<file path="config.mk">
export PLATFORM = sky130hd
export DESIGN_NAME = lsft_sink_fade
export DESIGN_NICKNAME = d
export VERILOG_FILES = /design/src/lsft_pkg.sv /design/src/lsft_step_if.sv /design/src/lsft_sink_fade.sv /design/src/lsft_step_timer.sv
export SDC_FILE = /design/constraint.sdc
export NUM_CORES = 1
export LEC_CHECK = 0
export BUFFER_PORTS_ARGS = -buffer_cell sky130_fd_sc_hd__clkbuf_2
export CORE_MARGIN = 3
export CORE_UTILIZATION = 60
export CTS_BUF_LIST = sky130_fd_sc_hd__clkbuf_4
export DETAILED_ROUTE_END_ITERATION = 8
export PLACE_DENSITY = 0.82
export SETUP_SLACK_MARGIN = 0.2
export SLEW_MARGIN = 20
export SYNTH_ARGS = -nofsm -noshare
export SYNTH_HDL_FRONTEND = slang
export SYNTH_SLANG_ARGS = --single-unit
export TNS_END_PERCENT = 20
</file>
<file path="constraint.sdc">
create_clock -name mclk -period 11.9 [get_ports mclk]
set_input_delay 0 -clock mclk [delete_from_list [all_inputs] [get_ports mclk]]
set_output_delay 0 -clock mclk [all_outputs]
set_load 0.05 [all_outputs]
</file>
<file path="src/lsft_pkg.sv">
// constants shared by the sink 1 fade engine and its step timer
// assumes a 10 MHz mclk and an 8-bit register port inside the device
`default_nettype none
package lsft_pkg;
  // ==========================================================
  // register map
  localparam logic [7:0] LSFT_ADDR_FADE_TIMES = 8'h22;
  localparam logic [7:0] LSFT_ADDR_SINK1_LEVEL = 8'h23;
  localparam logic [7:0] LSFT_FADE_TIMES_RST = 8'h00;
  localparam logic [6:0] LSFT_SINK1_LEVEL_RST = 7'h00;
  localparam logic [7:0] LSFT_READ_UNMAPPED = 8'h00;
  // ==========================================================
  // field positions in the fade register
  localparam int LSFT_FO_MSB = 7;
  localparam int LSFT_FO_LSB = 4;
  localparam int LSFT_FI_MSB = 3;
  localparam int LSFT_FI_LSB = 0;
  localparam logic [3:0] LSFT_FADE_OFF = 4'h0;
  localparam logic [3:0] LSFT_FADE_LINEAR_TOP = 4'ha;
  localparam logic [5:0] LSFT_FADE_COARSE_MULT = 6'h05;
  // ==========================================================
  // off-time codes of the blink timer
  localparam logic [6:0] LSFT_OFF_DISABLED = 7'h00;
  localparam logic [6:0] LSFT_OFF_HOLD = 7'h7f;
  // ==========================================================
  // level codes and timing
  localparam logic [6:0] LSFT_LEVEL_ZERO = 7'h00;
  localparam logic [6:0] LSFT_LEVEL_FULL = 7'h7f;
  localparam int LSFT_CLK_KHZ = 10000;
  localparam int LSFT_FADE_UNIT_MS = 50;
  localparam int LSFT_FULL_STEPS = 127;
  // cycles per code step for one 50 ms unit of fade time, rounded down
  localparam int LSFT_UNIT_STEP_CYC = LSFT_FADE_UNIT_MS * LSFT_CLK_KHZ / LSFT_FULL_STEPS;
  localparam int LSFT_UNIT_W = 12;
  localparam int LSFT_MULT_W = 6;
  localparam int LSFT_CNT_W = LSFT_UNIT_W + LSFT_MULT_W;
  localparam logic [LSFT_CNT_W-1:0] LSFT_CNT_ZERO = '0;
endpackage
`default_nettype wire

</file>
<file path="src/lsft_step_if.sv">
// carrier between the fade engine and its step timer
// assumes both ends share mclk
`default_nettype none
interface lsft_step_if;
  import lsft_pkg::*;
  logic run;
  logic [LSFT_MULT_W-1:0] units;
  logic step;
  modport engine (output run, output units, input step);
  modport timer (input run, input units, output step);
endinterface
`default_nettype wire

</file>
<file path="src/lsft_sink_fade.sv">
// sink 1 fade engine: fade register, level register, ramp and hold-off
// assumes register port and blink-timer inputs are synchronous to mclk
//
// How it works
// - fade-out duration comes from bits 7:4; zero drops the current at once.
// - codes 1-10 give 0.05 s steps, codes 11-15 give 0.75-1.75 s.
// - fade-out time spans full scale to zero, whatever range is selected.
// - fade-in duration comes from bits 3:0; zero raises the current at once.
// - fade-in uses the same table, spanning zero to range full scale.
// - off-time setting 'off' keeps the LED dark once its off phase starts.
// - level register holds a 7-bit code; bit 7 is reserved and reads zero.
// - code 0x00 is zero current, 0x7f full scale, scaled by the range.
// - disabled off time keeps an enabled sink continuously on.
`default_nettype none
module lsft_sink_fade
  import lsft_pkg::*;
#(
  parameter logic [LSFT_UNIT_W-1:0] UNIT_CYC = LSFT_UNIT_W'(LSFT_UNIT_STEP_CYC),
  parameter int RANGE_W = 6
) (
  // clock, reset, enable
  input wire logic mclk,
  input wire logic srst,
  input wire logic ce,
  // register port
  input wire logic reg_wr,
  input wire logic [7:0] reg_addr,
  input wire logic [7:0] reg_wdata,
  output logic [7:0] reg_rdata,
  // blink timer and range select
  input wire logic sink_en,
  input wire logic blink_on_phase,
  input wire logic [6:0] sink_off_time,
  input wire logic [RANGE_W-1:0] full_scale_sel,
  // to the current dac
  output logic [6:0] led1_sink_level_code,
  output logic [RANGE_W-1:0] dac_range,
  output logic sink_held_off,
  output logic fade_active
);
  // ==========================================================
  // fade code to 50 ms units: fine codes linear, coarse in 250 ms
  function automatic logic [LSFT_MULT_W-1:0] fade_units(input logic [3:0] code);
    logic [LSFT_MULT_W-1:0] c;
    c = LSFT_MULT_W'(code);
    if (code <= LSFT_FADE_LINEAR_TOP) begin
      fade_units = c;
    end else begin
      fade_units = LSFT_MULT_W'((c - LSFT_MULT_W'(LSFT_FADE_LINEAR_TOP)) * LSFT_FADE_COARSE_MULT
                   + LSFT_MULT_W'(LSFT_FADE_LINEAR_TOP));
    end
  endfunction

  // ==========================================================
  // state
  logic [7:0] fade_times_ff;
  logic [6:0] sink1_level_ff;
  logic [6:0] level_ff;
  logic [7:0] rdata_ff;
  logic [RANGE_W-1:0] range_ff;
  logic held_ff;
  logic phase_prev_ff;
  logic busy_ff;

  lsft_step_if st();

  lsft_step_timer #(
    .UNIT_CYC(UNIT_CYC)
  ) u_timer (
    .mclk(mclk),
    .srst(srst),
    .ce(ce),
    .st(st)
  );

  // ==========================================================
  // register decode
  wire wr_fade = reg_wr && (reg_addr == LSFT_ADDR_FADE_TIMES);
  wire wr_level = reg_wr && (reg_addr == LSFT_ADDR_SINK1_LEVEL);
  wire [3:0] sink_fade_out_code = fade_times_ff[LSFT_FO_MSB:LSFT_FO_LSB];
  wire [3:0] sink_fade_in_code = fade_times_ff[LSFT_FI_MSB:LSFT_FI_LSB];
  // reserved bit is never stored, so it always reads back zero
  wire [7:0] nxt_rdata = (reg_addr == LSFT_ADDR_FADE_TIMES) ? fade_times_ff :
                         (reg_addr == LSFT_ADDR_SINK1_LEVEL) ? {1'b0, sink1_level_ff} :
                         LSFT_READ_UNMAPPED;
  wire [6:0] nxt_sink1_level = wr_level ? reg_wdata[6:0] : sink1_level_ff;
  wire [7:0] nxt_fade_times = wr_fade ? reg_wdata : fade_times_ff;

  // ==========================================================
  // on/off decision from the blink timer
  wire off_disabled = (sink_off_time == LSFT_OFF_DISABLED);
  wire off_start = phase_prev_ff && !blink_on_phase;
  // hold is sticky until the sink is disabled, so a one-shot blink stays dark
  wire nxt_held = sink_en && (held_ff || (off_start && sink_off_time == LSFT_OFF_HOLD));
  wire lit = sink_en && !held_ff && (off_disabled || blink_on_phase);
  // target is a code, so full scale follows whatever range is selected
  wire [6:0] target = lit ? sink1_level_ff : LSFT_LEVEL_ZERO;

  // ==========================================================
  // ramp direction and speed
  wire rising = target > level_ff;
  wire moving = target != level_ff;
  wire [3:0] sel_code = rising ? sink_fade_in_code : sink_fade_out_code;
  wire no_fade = (sel_code == LSFT_FADE_OFF);
  // one code step per period: a short fade ends early at the same rate
  assign st.units = fade_units(sel_code);
  assign st.run = moving && !no_fade && busy_ff;
  wire [6:0] step_level = rising ? level_ff + 7'h01 : level_ff - 7'h01;
  wire [6:0] nxt_level = !moving ? level_ff :
                         no_fade ? target :
                         st.step ? step_level : level_ff;
  // busy gates the timer one cycle so a fresh fade restarts its period
  wire nxt_busy = moving && !no_fade;

  // ==========================================================
  // register file and port capture
  always_ff @(posedge mclk) begin
    if (srst) begin
      fade_times_ff <= LSFT_FADE_TIMES_RST;
      sink1_level_ff <= LSFT_SINK1_LEVEL_RST;
      rdata_ff <= LSFT_READ_UNMAPPED;
      range_ff <= '0;
    end else if (ce) begin
      fade_times_ff <= nxt_fade_times;
      sink1_level_ff <= nxt_sink1_level;
      rdata_ff <= nxt_rdata;
      range_ff <= full_scale_sel;
    end
  end

  // ==========================================================
  // ramp and hold state
  always_ff @(posedge mclk) begin
    if (srst) begin
      level_ff <= LSFT_LEVEL_ZERO;
      held_ff <= 1'b0;
      phase_prev_ff <= 1'b0;
      busy_ff <= 1'b0;
    end else if (ce) begin
      level_ff <= nxt_level;
      held_ff <= nxt_held;
      phase_prev_ff <= blink_on_phase;
      busy_ff <= nxt_busy;
    end
  end

  // ==========================================================
  // outputs, all straight from flip-flops
  assign reg_rdata = rdata_ff;
  assign led1_sink_level_code = level_ff;
  assign dac_range = range_ff;
  assign sink_held_off = held_ff;
  assign fade_active = busy_ff;
endmodule
`default_nettype wire

</file>
<file path="src/lsft_step_timer.sv">
// step timer: one pulse per level step while a fade runs
// assumes units is held steady while run is high
`default_nettype none
module lsft_step_timer
  import lsft_pkg::*;
#(
  parameter logic [LSFT_UNIT_W-1:0] UNIT_CYC = LSFT_UNIT_W'(LSFT_UNIT_STEP_CYC)
) (
  // clock and control
  input wire logic mclk,
  input wire logic srst,
  input wire logic ce,
  // engine side
  lsft_step_if.timer st
);
  logic [LSFT_CNT_W-1:0] cnt_ff;
  logic step_ff;
  wire [LSFT_CNT_W-1:0] limit = LSFT_CNT_W'(st.units) * LSFT_CNT_W'(UNIT_CYC);
  wire at_end = (cnt_ff + LSFT_CNT_W'(1)) >= limit;
  wire [LSFT_CNT_W-1:0] nxt_cnt = (!st.run || at_end) ? LSFT_CNT_ZERO : cnt_ff + LSFT_CNT_W'(1);
  wire nxt_step = st.run && at_end;

  assign st.step = step_ff;

  // ==========================================================
  // period counter; stopping resets it so each fade starts clean
  always_ff @(posedge mclk) begin
    if (srst) begin
      cnt_ff <= LSFT_CNT_ZERO;
      step_ff <= 1'b0;
    end else if (ce) begin
      cnt_ff <= nxt_cnt;
      step_ff <= nxt_step;
    end
  end
endmodule
`default_nettype wire

</file>
Yosys cells after proc, flatten, opt, wreduce, memory -nomap -nowiden
Index checks and enable logic that the tools add are counted.

Divide/modulo/power cells: 0. Reduce and logical (&&, ||, !) cells: 23. $lt $le $gt $ge: 3. $mul: 2. Muxes and demuxes: 9. Bitwise logic cells: 0. Shift-type cells: 0. Equal/unequal tests: 4. Add/sub/neg operators: 5.

Operators by type and width (number): $mux 7 (5); $add 18x1->18 const B (1); $ge 18x18->1 (1); $mul 6x12->18 const B (1); $mux 18 (1); $eq 8x6->1 const B (2); $logic_and 1x1->1 (10); $mux 8 (1); $add 7x1->7 const B (1); $eq 7x7->1 const B (1); $gt 7x7->1 (1); $logic_not 7->1 (1); $ne 7x7->1 (1); $sub 7x1->7 const B (1); $add 6x4->6 const B (1); $mul 6x3->6 const B (1); $mux 6 (1); $sub 4x4->5 const B (1); $le 4x4->1 const B (1); $logic_not 1->1 (4); $logic_not 4->1 (1); $mux 4 (1); $reduce_and 2->1 (2); $logic_or 1x1->1 (3); 2 further kinds (2).

Memories kept: 0. Output and inout bits: 23. Bits in read-only memories: 0. Latch bits: 0. Input port bits: 35. RAM bits: 0. Bits in registers: 58.

Depth between registers and ports, before layout
Word-level depth: 14. Mapped depth: 40.

Hierarchy
From an unflattened synthesis, not the netlist that was laid out.

Cell total of the unflattened synthesis: 611. Area total of the unflattened synthesis: 5331.4 sq um.

Modules (own cells, without submodules): lsft_step_timer (cells an instance 315, times used 1, area each 2685.1 sq um, sequential area each 380.4 sq um); lsft_sink_fade (cells an instance 296, times used 1, area each 2646.3 sq um, sequential area each 780.7 sq um).

Worst setup path before layout
No wires, ideal clock.

Path type: register to register. Start: register held_ff, in the netlist sink_held_off. End: register u_timer.cnt_ff[13]. Path slack: 3233 ps. Cell stages (with the launch flop): 36. Data required time: 11831 ps. Arrival: 8598 ps. Cell sequence: dfxtp_1 > nor3b_1 > and2_1 > ha_1 > a211o_1 > a21o_1 > and3_1 > a311o_1 > buf_2 > a211oi_1 > a21oi_1 > ha_1 > ha_1 > ha_1 > a31oi_1 > xnor2_1 > or3_1 > a21oi_1 > ha_1 > ha_1 > inv_1 > fa_1 > fa_1 > inv_1 > ha_1 > or3_1 > o2111a_1 > a211oi_1 > ha_1 > nand4_1 > nor2_1 > a221o_1 > a21oi_1 > o211ai_4 > buf_4 > o21ai_1.

Word-level cells in the longest chain between the ends: 14. Elaborated cells on any way between the ends: 21. Classes of those cells: add/sub: 2; mul: 2; order compare: 3; eq/ne: 1; mux: 4; reduce/logical: 9.

Ends and longest elaborated chain: from (decl) (line lsft_sink_fade.sv:61) `logic held_ff;`; from (signal assigned) (line lsft_sink_fade.sv:141) `held_ff <= nxt_held;`; $logic_not 1->1 * (line lsft_sink_fade.sv:95) `wire lit = sink_en && !held_ff && (off_disabled || blink_on_phase);`; $logic_and 1x1->1 * (2 in a row) (line lsft_sink_fade.sv:95); $mux 7 * (line lsft_sink_fade.sv:97) `wire [6:0] target = lit ? sink1_level_ff : LSFT_LEVEL_ZERO;`; $gt 7x7->1 (line lsft_sink_fade.sv:101) `wire rising = target > level_ff;`; $mux 4 (line lsft_sink_fade.sv:103) `wire [3:0] sel_code = rising ? sink_fade_in_code : sink_fade_out_code;`; $sub 4x4->5 (line lsft_sink_fade.sv:49) `fade_units = LSFT_MULT_W'((c - LSFT_MULT_W'(LSFT_FADE_LINEAR_TOP)) * LSFT_FADE_COARSE_MULT`; $mul 6x3->6 (line lsft_sink_fade.sv:49); $add 6x4->6 (line lsft_sink_fade.sv:50) `+ LSFT_MULT_W'(LSFT_FADE_LINEAR_TOP));`; $mux 6 (line lsft_sink_fade.sv:46) `if (code <= LSFT_FADE_LINEAR_TOP) begin`; $mul 6x12->18 (line lsft_step_timer.sv:18) `wire [LSFT_CNT_W-1:0] limit = LSFT_CNT_W'(st.units) * LSFT_CNT_W'(UNIT_CYC);`; $ge 18x18->1 (line lsft_step_timer.sv:19) `wire at_end = (cnt_ff + LSFT_CNT_W'(1)) >= limit;`; $logic_or 1x1->1 * (line lsft_step_timer.sv:20) `wire [LSFT_CNT_W-1:0] nxt_cnt = (!st.run || at_end) ? LSFT_CNT_ZERO : cnt_ff + LSFT_CNT_W'(1);`; $mux 18 * (line lsft_step_timer.sv:20); to (signal assigned) (line lsft_step_timer.sv:32) `cnt_ff <= nxt_cnt;`; to (decl) (line lsft_step_timer.sv:16) `logic [LSFT_CNT_W-1:0] cnt_ff;`.

Every way passes the cells marked *; elsewhere a longest branch is shown, timed or not. A chain may end at the register's enable or synchronous reset.

Final worst setup path
Start: register held_ff, in the netlist sink_held_off. End: register u_timer.cnt_ff[17].

Same word-level chain as after synthesis.

==> results.sh <==
export IMPL_setup_viol=0
export IMPL_ir_drop_v=0.0000789
export IMPL_dp_final_hpwl_mm=8.48
export IMPL_start_util=0.628
export IMPL_synth_top_cell_area_share=0.236
export IMPL_synth_area_um2=4930
export IMPL_rows=32
export IMPL_grt_antenna_before_repair=0
export IMPL_via_per_inst=5.85
export IMPL_status="complete, no violations"
export IMPL_die_w_um=96.6
export IMPL_final_cell_area_um2=5530
export IMPL_dr_pass1_iters=6
export IMPL_slew_violations=0
export IMPL_layout_drive_gt1_share=0.131
export IMPL_htree_levels=3
export IMPL_syn_num_nets=695
export IMPL_synth_edf_count=0
export IMPL_cts_buffer_depth=2
export IMPL_grt_max_degree=34
export IMPL_cts_tree="done"
export IMPL_fmax_ghz=0.106
export IMPL_layout_common_cells="inv_1, ha_1, dfxtp_1"
export IMPL_slew_headroom=0.498
export IMPL_fin_crit_sh=0.790
export IMPL_dpl_cell_area_um2=5250
export IMPL_clk_pin_slew_ns=0.10
export IMPL_async_reset_ff_frac=0
export IMPL_finClkSkew_ns=0.0146
export IMPL_hp_class="in -> reg"
export IMPL_maxCapViolations=0
export IMPL_syn_avg_cell_area_um2=8.47
export IMPL_crit_type="reg -> reg"
export IMPL_yosysSeqAreaShare=0.236
export IMPL_root_buffer="clkbuf_4"
export IMPL_critPathCaptureType="register"
export IMPL_drc_errors=0
export IMPL_io_pins=58
export IMPL_synth_seq_cells=58
export IMPL_hold_viol_final=0
export IMPL_rsz0062_at_grt="false"
export IMPL_leakage_nw=2.75
export IMPL_layout_commonest_cell="inv_1"
export IMPL_ys_flop_type="dfxtp_1"
export IMPL_track_usage=0.242
export IMPL_drt_iter0_drc=313
export IMPL_wl_per_cell_um=14.9
export IMPL_finalWeightedCongestion=0.902
export IMPL_path_buf_inv=2
export IMPL_fp_dieH_um=96.6
export IMPL_die_area_um2=9340
export IMPL_crit_slowest_cell="fa_1"
export IMPL_setup_tns_ns=0
export IMPL_cp_required_ns=12.24
export IMPL_ys_warnings_count=0
export IMPL_cp_slowest_stage_delay_ns=0.55
export IMPL_cts_sinks=58
export IMPL_dr_total_vias=4442
export IMPL_synthCells=582
export IMPL_cp_arrival_ns=9.73
export IMPL_numCtsBuffers=9
export IMPL_syn_to_final_growth_pct=12.1
export IMPL_ys_types=64
export IMPL_critPathLaunchType="register"
export IMPL_finalWirelength_mm=11.3
export IMPL_final_nets=767
export IMPL_worst_pin_slew_ns=0.752
export IMPL_insertedDiodeCount=0
export IMPL_cp_common_cell="ha_1"
export IMPL_drtAntennaViolNets=0
export IMPL_clkLatencyLatePin_ns=0.42
export IMPL_synth_area_leaders="dfxtp_1, ha_1, mux2i_1, inv_1, fa_1"
export IMPL_grt_pass1_vias=4297
export IMPL_fin_util=0.704
export IMPL_io_buffers=57
export IMPL_synth_area_leader_cell="dfxtp_1"
export IMPL_hold_worst_slack_ns=0.0379
export IMPL_crit_fanout=18
export IMPL_layout_min_cycle_time_ns=9.40
export IMPL_grt_pass1_wl_mm=19.2
export IMPL_grt_overflow_total=0
export IMPL_power_density_nw_per_um2=125
export IMPL_core_um2=7850
export IMPL_crit_family="compound AO/OA/AOI/OAI gates"
-- final timing paths --
kind	cells after the start	startpoint	slack, ns	endpoint
max	33	sink_held_off	2.50	u_timer.cnt_ff[17]
min	4	sink_off_time[5]	0.04	sink_held_off
max reg2reg	33	sink_held_off	2.50	u_timer.cnt_ff[17]
min reg2reg	2	reg_rdata[7]	0.48	reg_rdata[7]
-- report_power, final --
part / internal [mW] / leakage [nW] / switching [mW] / total [mW]
combinational: 0.134 / 2.23 / 0.225 / 0.358
clock: 0.0382 / 0.0502 / 0.0754 / 0.114
sequential: 0.205 / 0.469 / 0.0114 / 0.216
total: 0.377 / 2.75 / 0.311 / 0.688
-- stage by stage --
stage / power, mW / cells / worst slack (ns)
floorplan: 0.503 / 582 / 3.23
global placement: 0.561 / 727 / 2.79
detailed placement: 0.571 / 727 / 2.42
CTS: 0.689 / 759 / 2.55
global route: 0.737 / 759 / 1.88
finish: 0.688 / 759 / 2.50
-- registers in the layout, indices dropped and copies added (netlist names) --
signal and flops:
u_timer.cnt_ff 18, reg_rdata 8, fade_active 1, fade_times_ff 8, sink_held_off 1, sink1_level_ff 7, dac_range 6, phase_prev_ff 1
led1_sink_level_code 7, u_timer.st.step 1
-- layout make-up --
type                    count  area [um^2]
multi-input cells         440         3420
fillers                   623         2320
flip-flops and latches     58         1160
repair buffers             75          465
inverters                  70          263
well taps                 102          128
clock buffers               9         67.6
clock inverters             5         23.8
-- layer usage --
metal | track usage | wire (um) | vias to the layer above
met2 | 0.400 | 5280 | 159
met4 | 0.0864 | 265 | 0
met1 | 0.313 | 5030 | 2066
li1 | - | - | 2187
met5 | 0 | 0 | -
met3 | 0.0483 | 707 | 30
-- timing repair --
item / in CTS / in global routing
buffers inserted: 0 / 0
resized for setup: 0 / 0
hold buffers: 18 / 0
hold endpoints to repair: 30 / 0
-- Yosys cell counts, types with 14 or more instances --
cell type and instances:
xor2_1 14, dfxtp_1 58, nand3_1 20, nand2_1 44, inv_1 67, mux2i_1 30, xnor2_1 21, a21oi_1 36
nor2_1 39, ha_1 66, o21ai_0 21
-- cell families (layout without fill, tap and decap cells) --
| family | after synthesis | count (layout) | share of synthesized area |
|---|---|---|---|
| xor+xnor | 35 | 35 | 0.0622 |
| fa+ha+maj | 78 | 78 | 0.216 |
| simple gates | 169 | 169 | 0.177 |
| compound gates | 119 | 119 | 0.155 |
| buf+inv | 84 | 159 | 0.0718 |
| flops | 58 | 58 | 0.236 |
| mux | 39 | 39 | 0.0815 |
-- worst reg2reg max path, delay by kind of cell (launching register included) --
family / cells / cell delay (ns)
AO/OA/AOI/OAI: 12 / 3.36
adder cells (fa/ha/maj): 10 / 3.35
XOR/XNOR: 2 / 0.34
AND/OR/NAND/NOR: 7 / 1.84
buffers and inverters: 2 / 0.10
flip-flops: 1 / 0.34
(Power assumes the default switching activity.)
